**src/core/ds3te_pkg.sv**
```systemverilog
// constants shared by the ds3 transmit line encoder files
// assumes a 32-bit axi4-lite register bus and a 3-zero substitution window
package ds3te_pkg;
    localparam int          ADDR_W       = 8;
    localparam int          IOCTL_INDEX  = 1;
    localparam int          STATUS_INDEX = 2;
    localparam logic [7:0]  IOCTL_ADDR   = 8'(IOCTL_INDEX * 4);
    localparam logic [7:0]  STATUS_ADDR  = 8'(STATUS_INDEX * 4);
    localparam logic [7:0]  IOCTL_RESET  = 8'hA0;
    localparam logic [7:0]  IOCTL_WMASK  = 8'hBF;
    localparam int          BIT_ZSUB     = 4;
    localparam int          BIT_RAIL     = 3;
    localparam int          BIT_EDGE     = 2;
    localparam int          ZERO_RUN     = 3;
    localparam logic [1:0]  RESP_OKAY    = 2'h0;
    localparam logic [1:0]  RESP_SLVERR  = 2'h2;
    typedef enum logic [1:0] {
        DS3TE_TAG_NONE = 2'b00,
        DS3TE_TAG_B    = 2'b01,
        DS3TE_TAG_ZERO = 2'b10,
        DS3TE_TAG_V    = 2'b11
    } ds3te_tag_e;
endpackage : ds3te_pkg

```
**src/core/ds3te_line_encoder.sv**
```systemverilog
// ds3 transmit line encoder: single-rail nrz or dual-rail ami / b3zs
// assumes framer bits on clk, a free link clock input and axi4-lite access
// Function
// [RULE1] single-rail: whole frame as nrz on positive rail only
// [RULE2] single-rail: negative rail high one bit at each frame start
// [RULE3] dual-rail: frame carried on both rails, ami or b3zs
// [RULE4] dual-rail: positive rail asserted for each positive pulse
// [RULE5] dual-rail: negative rail asserted for each negative pulse
// [RULE6] line clock driven out beside the rails for sampling
// [RULE7] control bit 3: 0 dual-rail, 1 single-rail
// [RULE8] reset leaves the block in dual-rail mode
// [RULE9] rail mode setting also steers the receive side
// [RULE10] ami: each mark takes opposite polarity of previous mark
// [RULE11] ami polarity changes only on marks, never on zeros
// [RULE12] dual-rail zero: both rails low for that bit
// [RULE13] b3zs: every three zeros become 00V or B0V
// [RULE14] B keeps ami alternation, V breaks it
// [RULE15] odd count of B pulses between successive violations
// [RULE16] b3zs otherwise identical to ami
// [RULE17] control bit 4: 0 b3zs, 1 plain ami
// [RULE18] bit 4 ignored in single-rail mode
// [RULE19] control bit 2: update on rising (0) or falling (1) link edge
// [RULE20] exactly one encoded bit per link clock period
// [RULE21] violation pulse counts as previous mark for next polarity
//
// Added by the designer: the AXI4-Lite interface to the registers.
`timescale 1ns/1ps
`default_nettype none
module ds3te_line_encoder #(
    parameter int SYNC_STAGES = 2
) (
    input  wire logic                         clk,
    input  wire logic                         rst_b,
    input  wire logic                         tx_line_clk_in,
    input  wire logic                         tx_data_bit,
    input  wire logic                         tx_frame_start,
    output var  logic                         tx_bit_taken,
    output var  logic                         tx_positive_rail,
    output var  logic                         tx_negative_rail,
    output var  logic                         tx_line_clock_out,
    output var  logic [7:0]                   rx_io_control,
    input  wire logic [ds3te_pkg::ADDR_W-1:0] s_axi_awaddr,
    input  wire logic                         s_axi_awvalid,
    output var  logic                         s_axi_awready,
    input  wire logic [31:0]                  s_axi_wdata,
    input  wire logic [3:0]                   s_axi_wstrb,
    input  wire logic                         s_axi_wvalid,
    output var  logic                         s_axi_wready,
    output var  logic [1:0]                   s_axi_bresp,
    output var  logic                         s_axi_bvalid,
    input  wire logic                         s_axi_bready,
    input  wire logic [ds3te_pkg::ADDR_W-1:0] s_axi_araddr,
    input  wire logic                         s_axi_arvalid,
    output var  logic                         s_axi_arready,
    output var  logic [31:0]                  s_axi_rdata,
    output var  logic [1:0]                   s_axi_rresp,
    output var  logic                         s_axi_rvalid,
    input  wire logic                         s_axi_rready
);
    logic [7:0]                   ioctl_reg;
    logic                         aw_free_reg;
    logic                         aw_full_reg;
    logic [ds3te_pkg::ADDR_W-1:0] aw_addr_reg;
    logic                         w_free_reg;
    logic                         w_full_reg;
    logic [7:0]                   w_data_reg;
    logic                         w_strb_reg;
    logic                         ar_free_reg;
    logic [1:0]                   bresp_reg;
    logic                         bvalid_reg;
    logic [31:0]                  rdata_reg;
    logic [1:0]                   rresp_reg;
    logic                         rvalid_reg;
    logic                         commit;
    logic                         link_level;
    logic                         link_rise;
    logic                         link_fall;
    logic                         upd;
    logic                         single_rail;
    logic                         b3zs_on;
    logic                         enc_bit;
    logic                         enc_frame;
    ds3te_pkg::ds3te_tag_e        enc_tag;
    logic                         pos_reg;
    logic                         pos_next;
    logic                         neg_reg;
    logic                         neg_next;
    logic                         last_pos_reg;
    logic                         last_pos_next;
    logic                         parity_reg;
    logic                         parity_next;
    logic                         taken_reg;
    logic                         clk_out_reg;
    ds3te_pkg::ds3te_tag_e        prev_tag_reg;

    if (SYNC_STAGES < 2) begin : g_bad_stages
        $error("ds3te_line_encoder needs SYNC_STAGES >= 2");
    end

    assign single_rail = ioctl_reg[ds3te_pkg::BIT_RAIL];               // RULE7
    assign b3zs_on     = !single_rail && !ioctl_reg[ds3te_pkg::BIT_ZSUB]; // RULE17 RULE18
    // one bit moves per chosen link edge
    assign upd = ioctl_reg[ds3te_pkg::BIT_EDGE] ? link_fall : link_rise; // RULE19 RULE20
    assign commit = aw_full_reg && w_full_reg && !bvalid_reg;

    ds3te_link_sync #(
        .STAGES   (SYNC_STAGES)
    ) u_sync (
        .clk      (clk),
        .rst_b    (rst_b),
        .async_in (tx_line_clk_in),
        .level    (link_level),
        .rise     (link_rise),
        .fall     (link_fall)
    );

    ds3te_zero_sub u_zsub (
        .clk       (clk),
        .rst_b     (rst_b),
        .shift_en  (upd),
        .sub_en    (b3zs_on),
        .bit_in    (tx_data_bit),
        .frame_in  (tx_frame_start),
        .out_bit   (enc_bit),
        .out_frame (enc_frame),
        .out_tag   (enc_tag)
    );

    // write address and data are caught independently, either order
    always_ff @(posedge clk or negedge rst_b) begin
        if (!rst_b) begin
            aw_free_reg <= 1'b0;
            aw_full_reg <= 1'b0;
            aw_addr_reg <= '0;
        end else if (aw_free_reg && s_axi_awvalid) begin
            aw_free_reg <= 1'b0;
            aw_full_reg <= 1'b1;
            aw_addr_reg <= s_axi_awaddr;
        end else if (commit) begin
            aw_full_reg <= 1'b0;
        end else if (!aw_free_reg && !aw_full_reg && !bvalid_reg) begin
            aw_free_reg <= 1'b1;
        end
    end

    always_ff @(posedge clk or negedge rst_b) begin
        if (!rst_b) begin
            w_free_reg <= 1'b0;
            w_full_reg <= 1'b0;
            w_data_reg <= '0;
            w_strb_reg <= 1'b0;
        end else if (w_free_reg && s_axi_wvalid) begin
            w_free_reg <= 1'b0;
            w_full_reg <= 1'b1;
            w_data_reg <= s_axi_wdata[7:0];
            w_strb_reg <= s_axi_wstrb[0];
        end else if (commit) begin
            w_full_reg <= 1'b0;
        end else if (!w_free_reg && !w_full_reg && !bvalid_reg) begin
            w_free_reg <= 1'b1;
        end
    end

    always_ff @(posedge clk or negedge rst_b) begin
        if (!rst_b) begin
            bvalid_reg <= 1'b0;
            bresp_reg  <= ds3te_pkg::RESP_OKAY;
        end else if (commit) begin
            bvalid_reg <= 1'b1;
            if ({aw_addr_reg[ds3te_pkg::ADDR_W-1:2], 2'b00} == ds3te_pkg::IOCTL_ADDR) begin
                bresp_reg <= ds3te_pkg::RESP_OKAY;
            end else if ({aw_addr_reg[ds3te_pkg::ADDR_W-1:2], 2'b00}
                         == ds3te_pkg::STATUS_ADDR) begin
                bresp_reg <= ds3te_pkg::RESP_OKAY;
            end else begin
                bresp_reg <= ds3te_pkg::RESP_SLVERR;
            end
        end else if (bvalid_reg && s_axi_bready) begin
            bvalid_reg <= 1'b0;
        end
    end

    // the loss-of-clock status bit is read-only and reads zero here
    always_ff @(posedge clk or negedge rst_b) begin
        if (!rst_b) begin
            ioctl_reg <= ds3te_pkg::IOCTL_RESET; // RULE8
        end else if (commit && w_strb_reg
                     && {aw_addr_reg[ds3te_pkg::ADDR_W-1:2], 2'b00}
                        == ds3te_pkg::IOCTL_ADDR) begin
            ioctl_reg <= w_data_reg & ds3te_pkg::IOCTL_WMASK; // RULE7 RULE17 RULE19
        end
    end

    always_ff @(posedge clk or negedge rst_b) begin
        if (!rst_b) begin
            ar_free_reg <= 1'b0;
            rvalid_reg  <= 1'b0;
            rdata_reg   <= '0;
            rresp_reg   <= ds3te_pkg::RESP_OKAY;
        end else if (ar_free_reg && s_axi_arvalid) begin
            ar_free_reg <= 1'b0;
            rvalid_reg  <= 1'b1;
            if ({s_axi_araddr[ds3te_pkg::ADDR_W-1:2], 2'b00} == ds3te_pkg::IOCTL_ADDR) begin
                rdata_reg <= {24'h000000, ioctl_reg};
                rresp_reg <= ds3te_pkg::RESP_OKAY;
            end else if ({s_axi_araddr[ds3te_pkg::ADDR_W-1:2], 2'b00}
                         == ds3te_pkg::STATUS_ADDR) begin
                rdata_reg <= {29'h0, link_level, parity_reg, last_pos_reg};
                rresp_reg <= ds3te_pkg::RESP_OKAY;
            end else begin
                rdata_reg <= '0;
                rresp_reg <= ds3te_pkg::RESP_SLVERR;
            end
        end else if (rvalid_reg && s_axi_rready) begin
            rvalid_reg <= 1'b0;
        end else if (!ar_free_reg && !rvalid_reg) begin
            ar_free_reg <= 1'b1;
        end
    end

    // line coding of the oldest bit in the look-ahead line
    always_comb begin
        pos_next      = pos_reg;
        neg_next      = neg_reg;
        last_pos_next = last_pos_reg;
        parity_next   = parity_reg;
        if (upd) begin
            if (single_rail) begin
                pos_next = enc_bit;   // RULE1
                neg_next = enc_frame; // RULE2
            end else if (b3zs_on && enc_tag == ds3te_pkg::DS3TE_TAG_V) begin
                // violation repeats the last polarity and restarts the count
                pos_next    = last_pos_reg;  // RULE14 RULE4
                neg_next    = !last_pos_reg; // RULE14 RULE5
                parity_next = 1'b0;          // RULE15 RULE21
            end else if (b3zs_on && enc_tag == ds3te_pkg::DS3TE_TAG_B) begin
                if (parity_reg) begin // RULE15
                    pos_next = 1'b0;
                    neg_next = 1'b0;
                end else begin
                    pos_next      = !last_pos_reg; // RULE14
                    neg_next      = last_pos_reg;
                    last_pos_next = !last_pos_reg;
                    parity_next   = 1'b1;
                end
            end else if (b3zs_on && enc_tag == ds3te_pkg::DS3TE_TAG_ZERO) begin
                pos_next = 1'b0;
                neg_next = 1'b0;
            end else if (enc_bit) begin
                pos_next      = !last_pos_reg; // RULE10 RULE16 RULE3 RULE4
                neg_next      = last_pos_reg;  // RULE10 RULE5
                last_pos_next = !last_pos_reg;
                parity_next   = !parity_reg;
            end else begin
                pos_next = 1'b0; // RULE12 RULE11
                neg_next = 1'b0;
            end
        end
    end

    always_ff @(posedge clk or negedge rst_b) begin
        if (!rst_b) begin
            pos_reg      <= 1'b0;
            neg_reg      <= 1'b0;
            last_pos_reg <= 1'b0;
            parity_reg   <= 1'b0;
        end else begin
            pos_reg      <= pos_next;
            neg_reg      <= neg_next;
            last_pos_reg <= last_pos_next;
            parity_reg   <= parity_next;
        end
    end

    // clock out follows the synced level so rails and clock share a delay
    always_ff @(posedge clk or negedge rst_b) begin
        if (!rst_b) begin
            clk_out_reg <= 1'b0;
            taken_reg   <= 1'b0;
        end else begin
            clk_out_reg <= link_level; // RULE6
            taken_reg   <= upd;        // RULE20
        end
    end

    assign tx_positive_rail  = pos_reg;
    assign tx_negative_rail  = neg_reg;
    assign tx_line_clock_out = clk_out_reg;
    assign tx_bit_taken      = taken_reg;
    assign rx_io_control     = ioctl_reg; // RULE9
    assign s_axi_awready     = aw_free_reg;
    assign s_axi_wready      = w_free_reg;
    assign s_axi_bvalid      = bvalid_reg;
    assign s_axi_bresp       = bresp_reg;
    assign s_axi_arready     = ar_free_reg;
    assign s_axi_rvalid      = rvalid_reg;
    assign s_axi_rdata       = rdata_reg;
    assign s_axi_rresp       = rresp_reg;

    // tag encoded at the previous update, lets the run order be checked per bit
    always_ff @(posedge clk or negedge rst_b) begin
        if (!rst_b) begin
            prev_tag_reg <= ds3te_pkg::DS3TE_TAG_NONE;
        end else if (upd) begin
            prev_tag_reg <= enc_tag;
        end
    end
endmodule : ds3te_line_encoder
`default_nettype wire

```
**src/core/ds3te_link_sync.sv**
```systemverilog
// synchroniser and edge finder for the incoming transmit line clock
// assumes the link clock is far slower than clk
`timescale 1ns/1ps
`default_nettype none
module ds3te_link_sync #(
    parameter int STAGES = 2
) (
    input  wire logic clk,
    input  wire logic rst_b,
    input  wire logic async_in,
    output var  logic level,
    output var  logic rise,
    output var  logic fall
);
    logic [STAGES-1:0] sync_reg;
    logic              level_d_reg;
    logic [STAGES:0]   primed_reg;

    if (STAGES < 2) begin : g_bad_stages
        $error("ds3te_link_sync needs two stages");
    end

    always_ff @(posedge clk or negedge rst_b) begin
        if (!rst_b) begin
            sync_reg    <= '0;
            level_d_reg <= 1'b0;
            primed_reg  <= '0;
        end else begin
            sync_reg    <= {sync_reg[STAGES-2:0], async_in};
            level_d_reg <= sync_reg[STAGES-1];
            primed_reg  <= {primed_reg[STAGES-1:0], 1'b1};
        end
    end

    // no false edge from reset zeros; a real edge right after reset is lost
    assign level = sync_reg[STAGES-1];
    assign rise  = primed_reg[STAGES] & sync_reg[STAGES-1] & ~level_d_reg;
    assign fall  = primed_reg[STAGES] & ~sync_reg[STAGES-1] & level_d_reg;
endmodule : ds3te_link_sync
`default_nettype wire

```
**src/core/ds3te_zero_sub.sv**
```systemverilog
// look-ahead delay line that marks runs of three zeros for substitution
// assumes shift_en pulses once per line bit
`timescale 1ns/1ps
`default_nettype none
module ds3te_zero_sub (
    input  wire logic                  clk,
    input  wire logic                  rst_b,
    input  wire logic                  shift_en,
    input  wire logic                  sub_en,
    input  wire logic                  bit_in,
    input  wire logic                  frame_in,
    output var  logic                  out_bit,
    output var  logic                  out_frame,
    output var  ds3te_pkg::ds3te_tag_e out_tag
);
    localparam int N = ds3te_pkg::ZERO_RUN;
    logic                  bit_q   [N];
    logic                  frame_q [N];
    ds3te_pkg::ds3te_tag_e tag_q   [N];
    logic                  run_hit;

    // a new run needs two untagged zeros already waiting plus the new zero
    assign run_hit = sub_en && !bit_in && !bit_q[0] && !bit_q[1]
                     && tag_q[0] == ds3te_pkg::DS3TE_TAG_NONE
                     && tag_q[1] == ds3te_pkg::DS3TE_TAG_NONE;

    genvar i;
    generate
        for (i = 0; i < N; i++) begin : g_stage
            always_ff @(posedge clk or negedge rst_b) begin
                if (!rst_b) begin
                    bit_q[i]   <= 1'b0;
                    frame_q[i] <= 1'b0;
                    tag_q[i]   <= ds3te_pkg::DS3TE_TAG_NONE;
                end else if (shift_en) begin
                    bit_q[i]   <= (i == 0) ? bit_in   : bit_q[(i == 0) ? 0 : i-1];
                    frame_q[i] <= (i == 0) ? frame_in : frame_q[(i == 0) ? 0 : i-1];
                    if (run_hit) begin // RULE13
                        tag_q[i] <= (i == 0) ? ds3te_pkg::DS3TE_TAG_V :
                                    (i == 1) ? ds3te_pkg::DS3TE_TAG_ZERO :
                                               ds3te_pkg::DS3TE_TAG_B;
                    end else begin
                        tag_q[i] <= (i == 0) ? ds3te_pkg::DS3TE_TAG_NONE
                                             : tag_q[(i == 0) ? 0 : i-1];
                    end
                end
            end
        end
    endgenerate

    assign out_bit   = bit_q[N-1];
    assign out_frame = frame_q[N-1];
    assign out_tag   = tag_q[N-1];
endmodule : ds3te_zero_sub
`default_nettype wire

```
**config.mk**
```make
export PLATFORM = sky130hd
export DESIGN_NAME = ds3te_line_encoder
export DESIGN_NICKNAME = d
export VERILOG_FILES = /design/src/core/ds3te_pkg.sv /design/src/core/ds3te_line_encoder.sv /design/src/core/ds3te_link_sync.sv /design/src/core/ds3te_zero_sub.sv
export SDC_FILE = /design/constraint.sdc
export NUM_CORES = 1
export LEC_CHECK = 0
export ABC_AREA = 0
export BUFFER_PORTS_ARGS = -buffer_cell sky130_fd_sc_hd__buf_2
export CAP_MARGIN = 40
export CORE_ASPECT_RATIO = 1.25
export CORE_MARGIN = 4
export CORE_UTILIZATION = 47
export DETAILED_ROUTE_END_ITERATION = 16
export GPL_TIMING_DRIVEN = 1
export PLACE_DENSITY = 0.84
export SLEW_MARGIN = 20
export SYNTH_ARGS = -nofsm -noshare
export SYNTH_HDL_FRONTEND = slang
export SYNTH_SLANG_ARGS = --single-unit
```
**constraint.sdc**
```tcl
create_clock -name clk -period 1.9 [get_ports clk]
set_input_delay 0.38 -clock clk [delete_from_list [all_inputs] [get_ports clk]]
set_output_delay 0.38 -clock clk [all_outputs]
set_load 0.01 [all_outputs]
```
==> summary.md, run 1 <==
| Metric | Value |
|---|---|
| CP arrival | 1.98 ns |
| Core ar. | 5410 um^2 |
| Leakage power | 0.00151 uW |
| Worst path top cell family by delay | simple AND/OR/NAND/NOR gates |
| Crit path cell chain | or4_4 -> nor3_4 -> mux2_2 |
| Setup TNS | 0 ns |
| Switch share | 0.319 |
| Die area | 6850 um^2 |
| WP buf/inv | 0 |
| Final ANT Viol Nets | 0 |
| Drt total wl | 4610 um |
| Avg WL per Cell | 12.9 um |
| Die width | 74.8 um |
| Post-CTS Setup Inserts | 0 |
| CTS H-tree depth | 3 |
| Peak Freq | between 500 and 600 MHz |
| Asr flop ratio synth | 1.00 |
| Vias in the first global route | 1751 |
| Clock skew | 0.00463 ns |
| Vias/cell | 5.01 |
| Status | complete, no violations |
| Layout cells sized above 1 | 0.375 |
| Post-synthesis sequential area ratio | 0.564 |
| Post-synthesis cell count | approximately 220 |
| Combinational power share | 0.276 |
| Dpl hpwl | 3460 um |
| Clock sink count | 59 |
| Total Routing Usage GR | 0.149 |
| Vias post-DR | ~1.8k |
| Synth Warn # | 0 |
| Clock power share | 0.243 |
| DRC | 0 |
| Filler cells | roughly 470 |
| Syn avg cell area | between 10 and 15 um^2 |
| CTS tree | built |
| FF+latch count, synth | 59 |
| Clk root buf | clkbuf_8 |
| Final setup vio count | 0 |
| Global-route wire length before repair | 7660 um |
| Largest net degree at the start of global routing | 42 |
| Tcrit/Tclk final | 0.928 |
| P_int | 2960 uW |
| Max Root-Sink Buffers | 2 |
| I/O Pins | 115 |
| FP Rows | 30 |
| Pwr per Cell Area | 1410 nW/um^2 |
| Worst EP required | 2.11 ns |
| Worst path max stage delay | between 0.5 and 0.6 ns |
| Hold Fails Final Rpt | 0 |
| P&R area growth vs syn | 17.6% |
| EDFF count, synth | 0 |
| Register share of total power | 0.482 |
| Tot Pwr | 4350 uW |
| Critical path endpoint category | flip-flop |
| Max cap viols | 0 |
| Port-buffer cells | 54 |
| Worst skew pair latency | 0.33 ns |
| Final slew viol count | 0 |
| CTS Buf Count | 9 |
| Hold Crit Class | input pin to flip-flop |
| Design Area, Final | 3090 um^2 |
| Initial antenna violation count | 0 |
| Top_reg_cell synth | dfrtp_1 |
| Startpoint types | flip-flop |
| Die height | 91.5 um |
| Worst R2R Setup Slack | 0.14 ns |
| Final #Nets | 350 |
| Post-synthesis cell area | 2620 um^2 |
| N_diodes | 0 |
| GR Overflow Total | 0 |
| Post-DP Area | 2890 um^2 |
| RSZ-0062 raised after global routing | false |
| P_sw | 1390 uW |
| Clock Pin Slew Worst Setup and Hold Paths | around 0.060 ns |
| Crit-path max FO | 7 |
| Synth unique cells | 36 |
| Critical setup path kind | flip-flop to flip-flop |
| Final Critical Period | 1.76 ns |
| DRT iter0 DRCs | 37 |
| Worst VDD drop | 800 uV |
| Starting Density | 0.485 |
| CP max stage cell | or4_4 |
| Routability-driven placement congestion ratio | ~0.84 |
| Number of detailed-route iterations in the first pass | 4 |
[logic make-up after synthesis]
logic type | count (synthesis) | share of synthesized area
buffers and inverters | 39 | 0.0973
xor gates and xnor gates | 2 | 0.00668
and+or+nand+nor | 57 | 0.119
DFF | 59 | 0.564
other | 2 | 0.00286
AOI/OAI and AO/OA | 36 | 0.0863
muxes | 29 | 0.124
[synth_stat cells (3+ instances only)]
cell	n	area [um^2]
o21ai_0	19	95.1
mux2_2	29	327
o21a_1	3	22.5
nand2_1	26	97.6
a21oi_1	3	15.0
a22oi_1	3	22.5
buf_2	3	15.0
inv_1	6	22.5
buf_4	28	210
dfrtp_1	57	1430
nor2_1	8	30.0
nor3b_1	3	22.5
nand2b_1	5	31.3
[power by group through the flow]
stage | registers [uW] | logic, uW | clock network [uW]
after floorplan | 2070 | 864 | 0
after global placement | 2090 | 1170 | 0
after detailed placement | 2120 | 1220 | 0
after CTS | 2100 | 1220 | 1090
after global routing | 2170 | 1350 | 1150
final | 2100 | 1200 | 1060
[placed cells by master, fill, tap and decap left out, types with 2 or more instances in the layout]
master     n
a21oi_1    3
a22oi_1    3
a31oi_1    2
buf_2     54
buf_4      3
clkbuf_1   2
clkbuf_8  13
conb_1    29
dfrtp_1   57
dfstp_2    2
inv_1      6
mux2_2    29
nand2_1   26
nand2b_1   5
nand3b_1   2
nor2_1     8
nor3b_1    3
nor4_1     2
o21a_1     3
o21ai_0   18
or4_4      2
xnor2_1    2
[metrics by stage]
step                      hold slack [ns]  instances  setup WS, ns   util
after floorplan                    0.0844        251         0.268      -
after global placement              0.331        340         0.150  0.534
after detailed placement            0.336        340         0.128  0.534
after CTS                           0.137        357         0.122  0.571
after global routing                0.132        357        0.0764  0.571
final                               0.154        357         0.136  0.571
[per-layer routing]
| metal | vias up | routed length, um | track usage |
|---|---|---|---|
| met2 | 63 | 2380 | 0.236 |
| met3 | 13 | 365 | 0.0598 |
| met4 | 0 | 117 | 0.0816 |
| met1 | 869 | 1750 | 0.167 |
| met5 | - | 0 | 0 |
| li1 | 845 | - | - |
[timing repair]
item	4_1_cts	5_1_grt
hold endpoints to repair	18	0
hold buffers	1	0
resized for setup	0	0
[worst paths after layout]
kind	start	to	cells past startpoint
max	aw_addr_reg[5]	rx_io_control[0]	3
min	tx_line_clk_in	u_sync.sync_reg[0]	1
min reg2reg	u_sync.primed_reg[1]	u_sync.primed_reg[2]	0
max in group asynchronous	rst_b	rx_io_control[7]	3
min in group asynchronous	rst_b	s_axi_awready	2
max reg2reg	aw_addr_reg[5]	rx_io_control[0]	3
[layout make-up]
| class | instances | area [um^2] | share of cell area |
|---|---|---|---|
| Timing Repair Buffer | 59 | 323 | 0.105 |
| Tap cell | 64 | 80.1 | 0.0259 |
| Clock inverter | 1 | 5.00 | 0.00162 |
| Multi-Input combinational cell | 153 | 991 | 0.321 |
| Sequential cell | 59 | 1480 | 0.479 |
| Inverter | 6 | 22.5 | 0.00730 |
| Clock buffer | 15 | 186 | 0.0604 |
Power figures use the tool's default switching activity.
==> inputs of run 2 (changes only) <==
- clock period: 1.9 -> 1.8 ns (I/O delays scaled with it)
==> summary.md, run 2 (same netlist as run 1, synthesis figures left out) <==
| Metric | Value |
|---|---|
| Dpl hpwl | 3700 um |
| Final setup margin | between 0.08 and 0.09 ns |
| Status | complete, no violations |
| Critical setup path kind | flip-flop to flip-flop |
| Routability-driven placement congestion ratio | just over 0.8 |
| Initial antenna violation count | 0 |
| Startpoint types | flip-flop |
| Pre-CTS WS | 0.0370 ns |
| Setup TNS | 0 ns |
| Cells after DPL | 343 |
| Die width | 74.8 um |
| Clock sink count | 59 |
| Vias/cell | roughly 5.1 |
| Starting Density | 0.485 |
| Final Critical Period | about 1.7 ns |
| Drt total wl | 5250 um |
| Critical path endpoint category | flip-flop |
| Worst EP required | 2.01 ns |
| Post-CTS resize count | 0 |
| Global-route wire length before repair | 8470 um |
| Critical R2R Launch | aw_addr_reg[5] |
| Largest net degree at the start of global routing | 27 |
| FP Rows | 30 |
| CP arrival | 1.92 ns |
| Pwr per Cell Area | 1490 nW/um^2 |
| N_diodes | 0 |
| P&R area growth vs syn | 19.8% |
| Avg WL per Cell | 14.4 um |
| Final ANT Viol Nets | 0 |
| Port-buffer cells | 54 |
| Final slew viol count | 0 |
| Max cap viols | 0 |
| RSZ-0062 raised after global routing | false |
| Min-delay src | tx_line_clk_in |
| Die area | 6850 um^2 |
| Worst skew pair latency | 0.33 ns |
| Critical Path Source | aw_addr_reg[5] |
| Clock Pin Slew Worst Setup and Hold Paths | 0.06 ns |
| Vias in the first global route | 1862 |
| Non-Filler Instances | 363 |
| Final #Nets | 356 |
| Vias post-DR | about 1.9k |
| DRC | 0 |
| Hold Fails Final Rpt | 0 |
| Die height | 91.5 um |
| Tcrit/Tclk final | 0.951 |
| Clock skew | around 0.0085 ns |
| Min Hold Slack | about 0.15 ns |
| Core ar. | 5410 um^2 |
| I/O Pins | 115 |
| Filler cells | 446 |
| Total Routing Usage GR | 0.167 |
| Max Root-Sink Buffers | 2 |
| DRT iter0 DRCs | 72 |
| CTS Buf Count | 9 |
| Layout cells sized above 1 | 0.388 |
| CTS tree | built |
| GR Overflow Total | 0 |
| Most common cell after layout, fill and taps aside | dfrtp_1 |
| Number of detailed-route iterations in the first pass | 4 |
| CTS H-tree depth | 3 |
| Final setup vio count | 0 |
| Most frequent cells in the layout | dfrtp_1 (57), buf_2 (54), mux2_2 (29), conb_1 (29), nand2_1 (26) |
| Peak Freq | between 500 and 600 MHz |
| Worst VDD drop | between 800 and 900 uV |
| Leakage power | ~0.0016 uW |
| Hold Crit Class | input pin to flip-flop |
| Clk root buf | clkbuf_8 |
| Crit-path max FO | 3 |
-- run 2: changes by cell type in the layout (fill, tap and decap cells not counted) --
cell / change
buf_12: +1
buf_4: +5
-- run 2: final timing paths --
check / endpoint / cells after the start / slack (ns)
worst max-delay path: rx_io_control[2] / 4 / 0.09
worst min-delay path: u_sync.sync_reg[0] / 1 / 0.15
worst max register to register: rx_io_control[2] / 4 / 0.09
worst min register to register: u_sync.primed_reg[2] / 0 / 0.35
max in group asynchronous: rx_io_control[7] / 3 / 0.74
min in group asynchronous: rx_io_control[3] / 2 / 0.48
-- run 2: critical path, cell delays in order, from the launching register on --
cell	delay, ns
dfrtp_1	0.37
or4_4	0.57
nor3_4	0.16
buf_4	0.16
mux2_2	0.33
-- run 2: per-stage QoR --
stage	area (um^2)	util	power, uW
5_1_grt	3140	0.582	4990
3_5_place_dp	2920	0.540	3550
4_1_cts	3140	0.582	4720
2_1_floorplan	2730	-	3100
3_3_place_gp	2920	0.540	3460
6_report	3140	0.582	4680
-- run 2: timing repair --
item,in CTS,in global routing
hold endpoints to repair,12,0
cloned,0,0
buffers inserted,3,0
pin swaps,1,1
endpoints found under the setup margin,1,5
hold buffers,1,0
-- run 2: layout make-up --
class / count / area [um^2] / area share
Multi-Input combinational cell: 153 / 991 / 0.315
Sequential cell: 59 / 1480 / 0.470
Clock buffer: 15 / 186 / 0.0593
Inverter: 6 / 22.5 / 0.00716
Timing Repair Buffer: 65 / 380 / 0.121
Tap cell: 64 / 80.1 / 0.0255
Clock inverter: 1 / 5.00 / 0.00159
-- run 2: report_power, final --
| group | leakage (uW) | internal [uW] | total, uW | switching, uW |
|---|---|---|---|---|
| Sequential | 0.000726 | 1810 | 2230 | 417 |
| Clock | 0.0000997 | 649 | 1120 | 475 |
| Combinational | 0.000727 | 686 | 1320 | 637 |
| Total | 0.00155 | 3150 | 4680 | 1530 |
-- run 2: routing by layer --
layer / GRT usage / part of all wire / vias to the layer above
li1: - / - / 857
met1: 0.180 / 0.35 / 916
met2: 0.280 / 0.54 / 71
met3: 0.0631 / 0.078 / 11
met4: 0.0801 / 0.024 / 0
met5: 0 / 0 / -
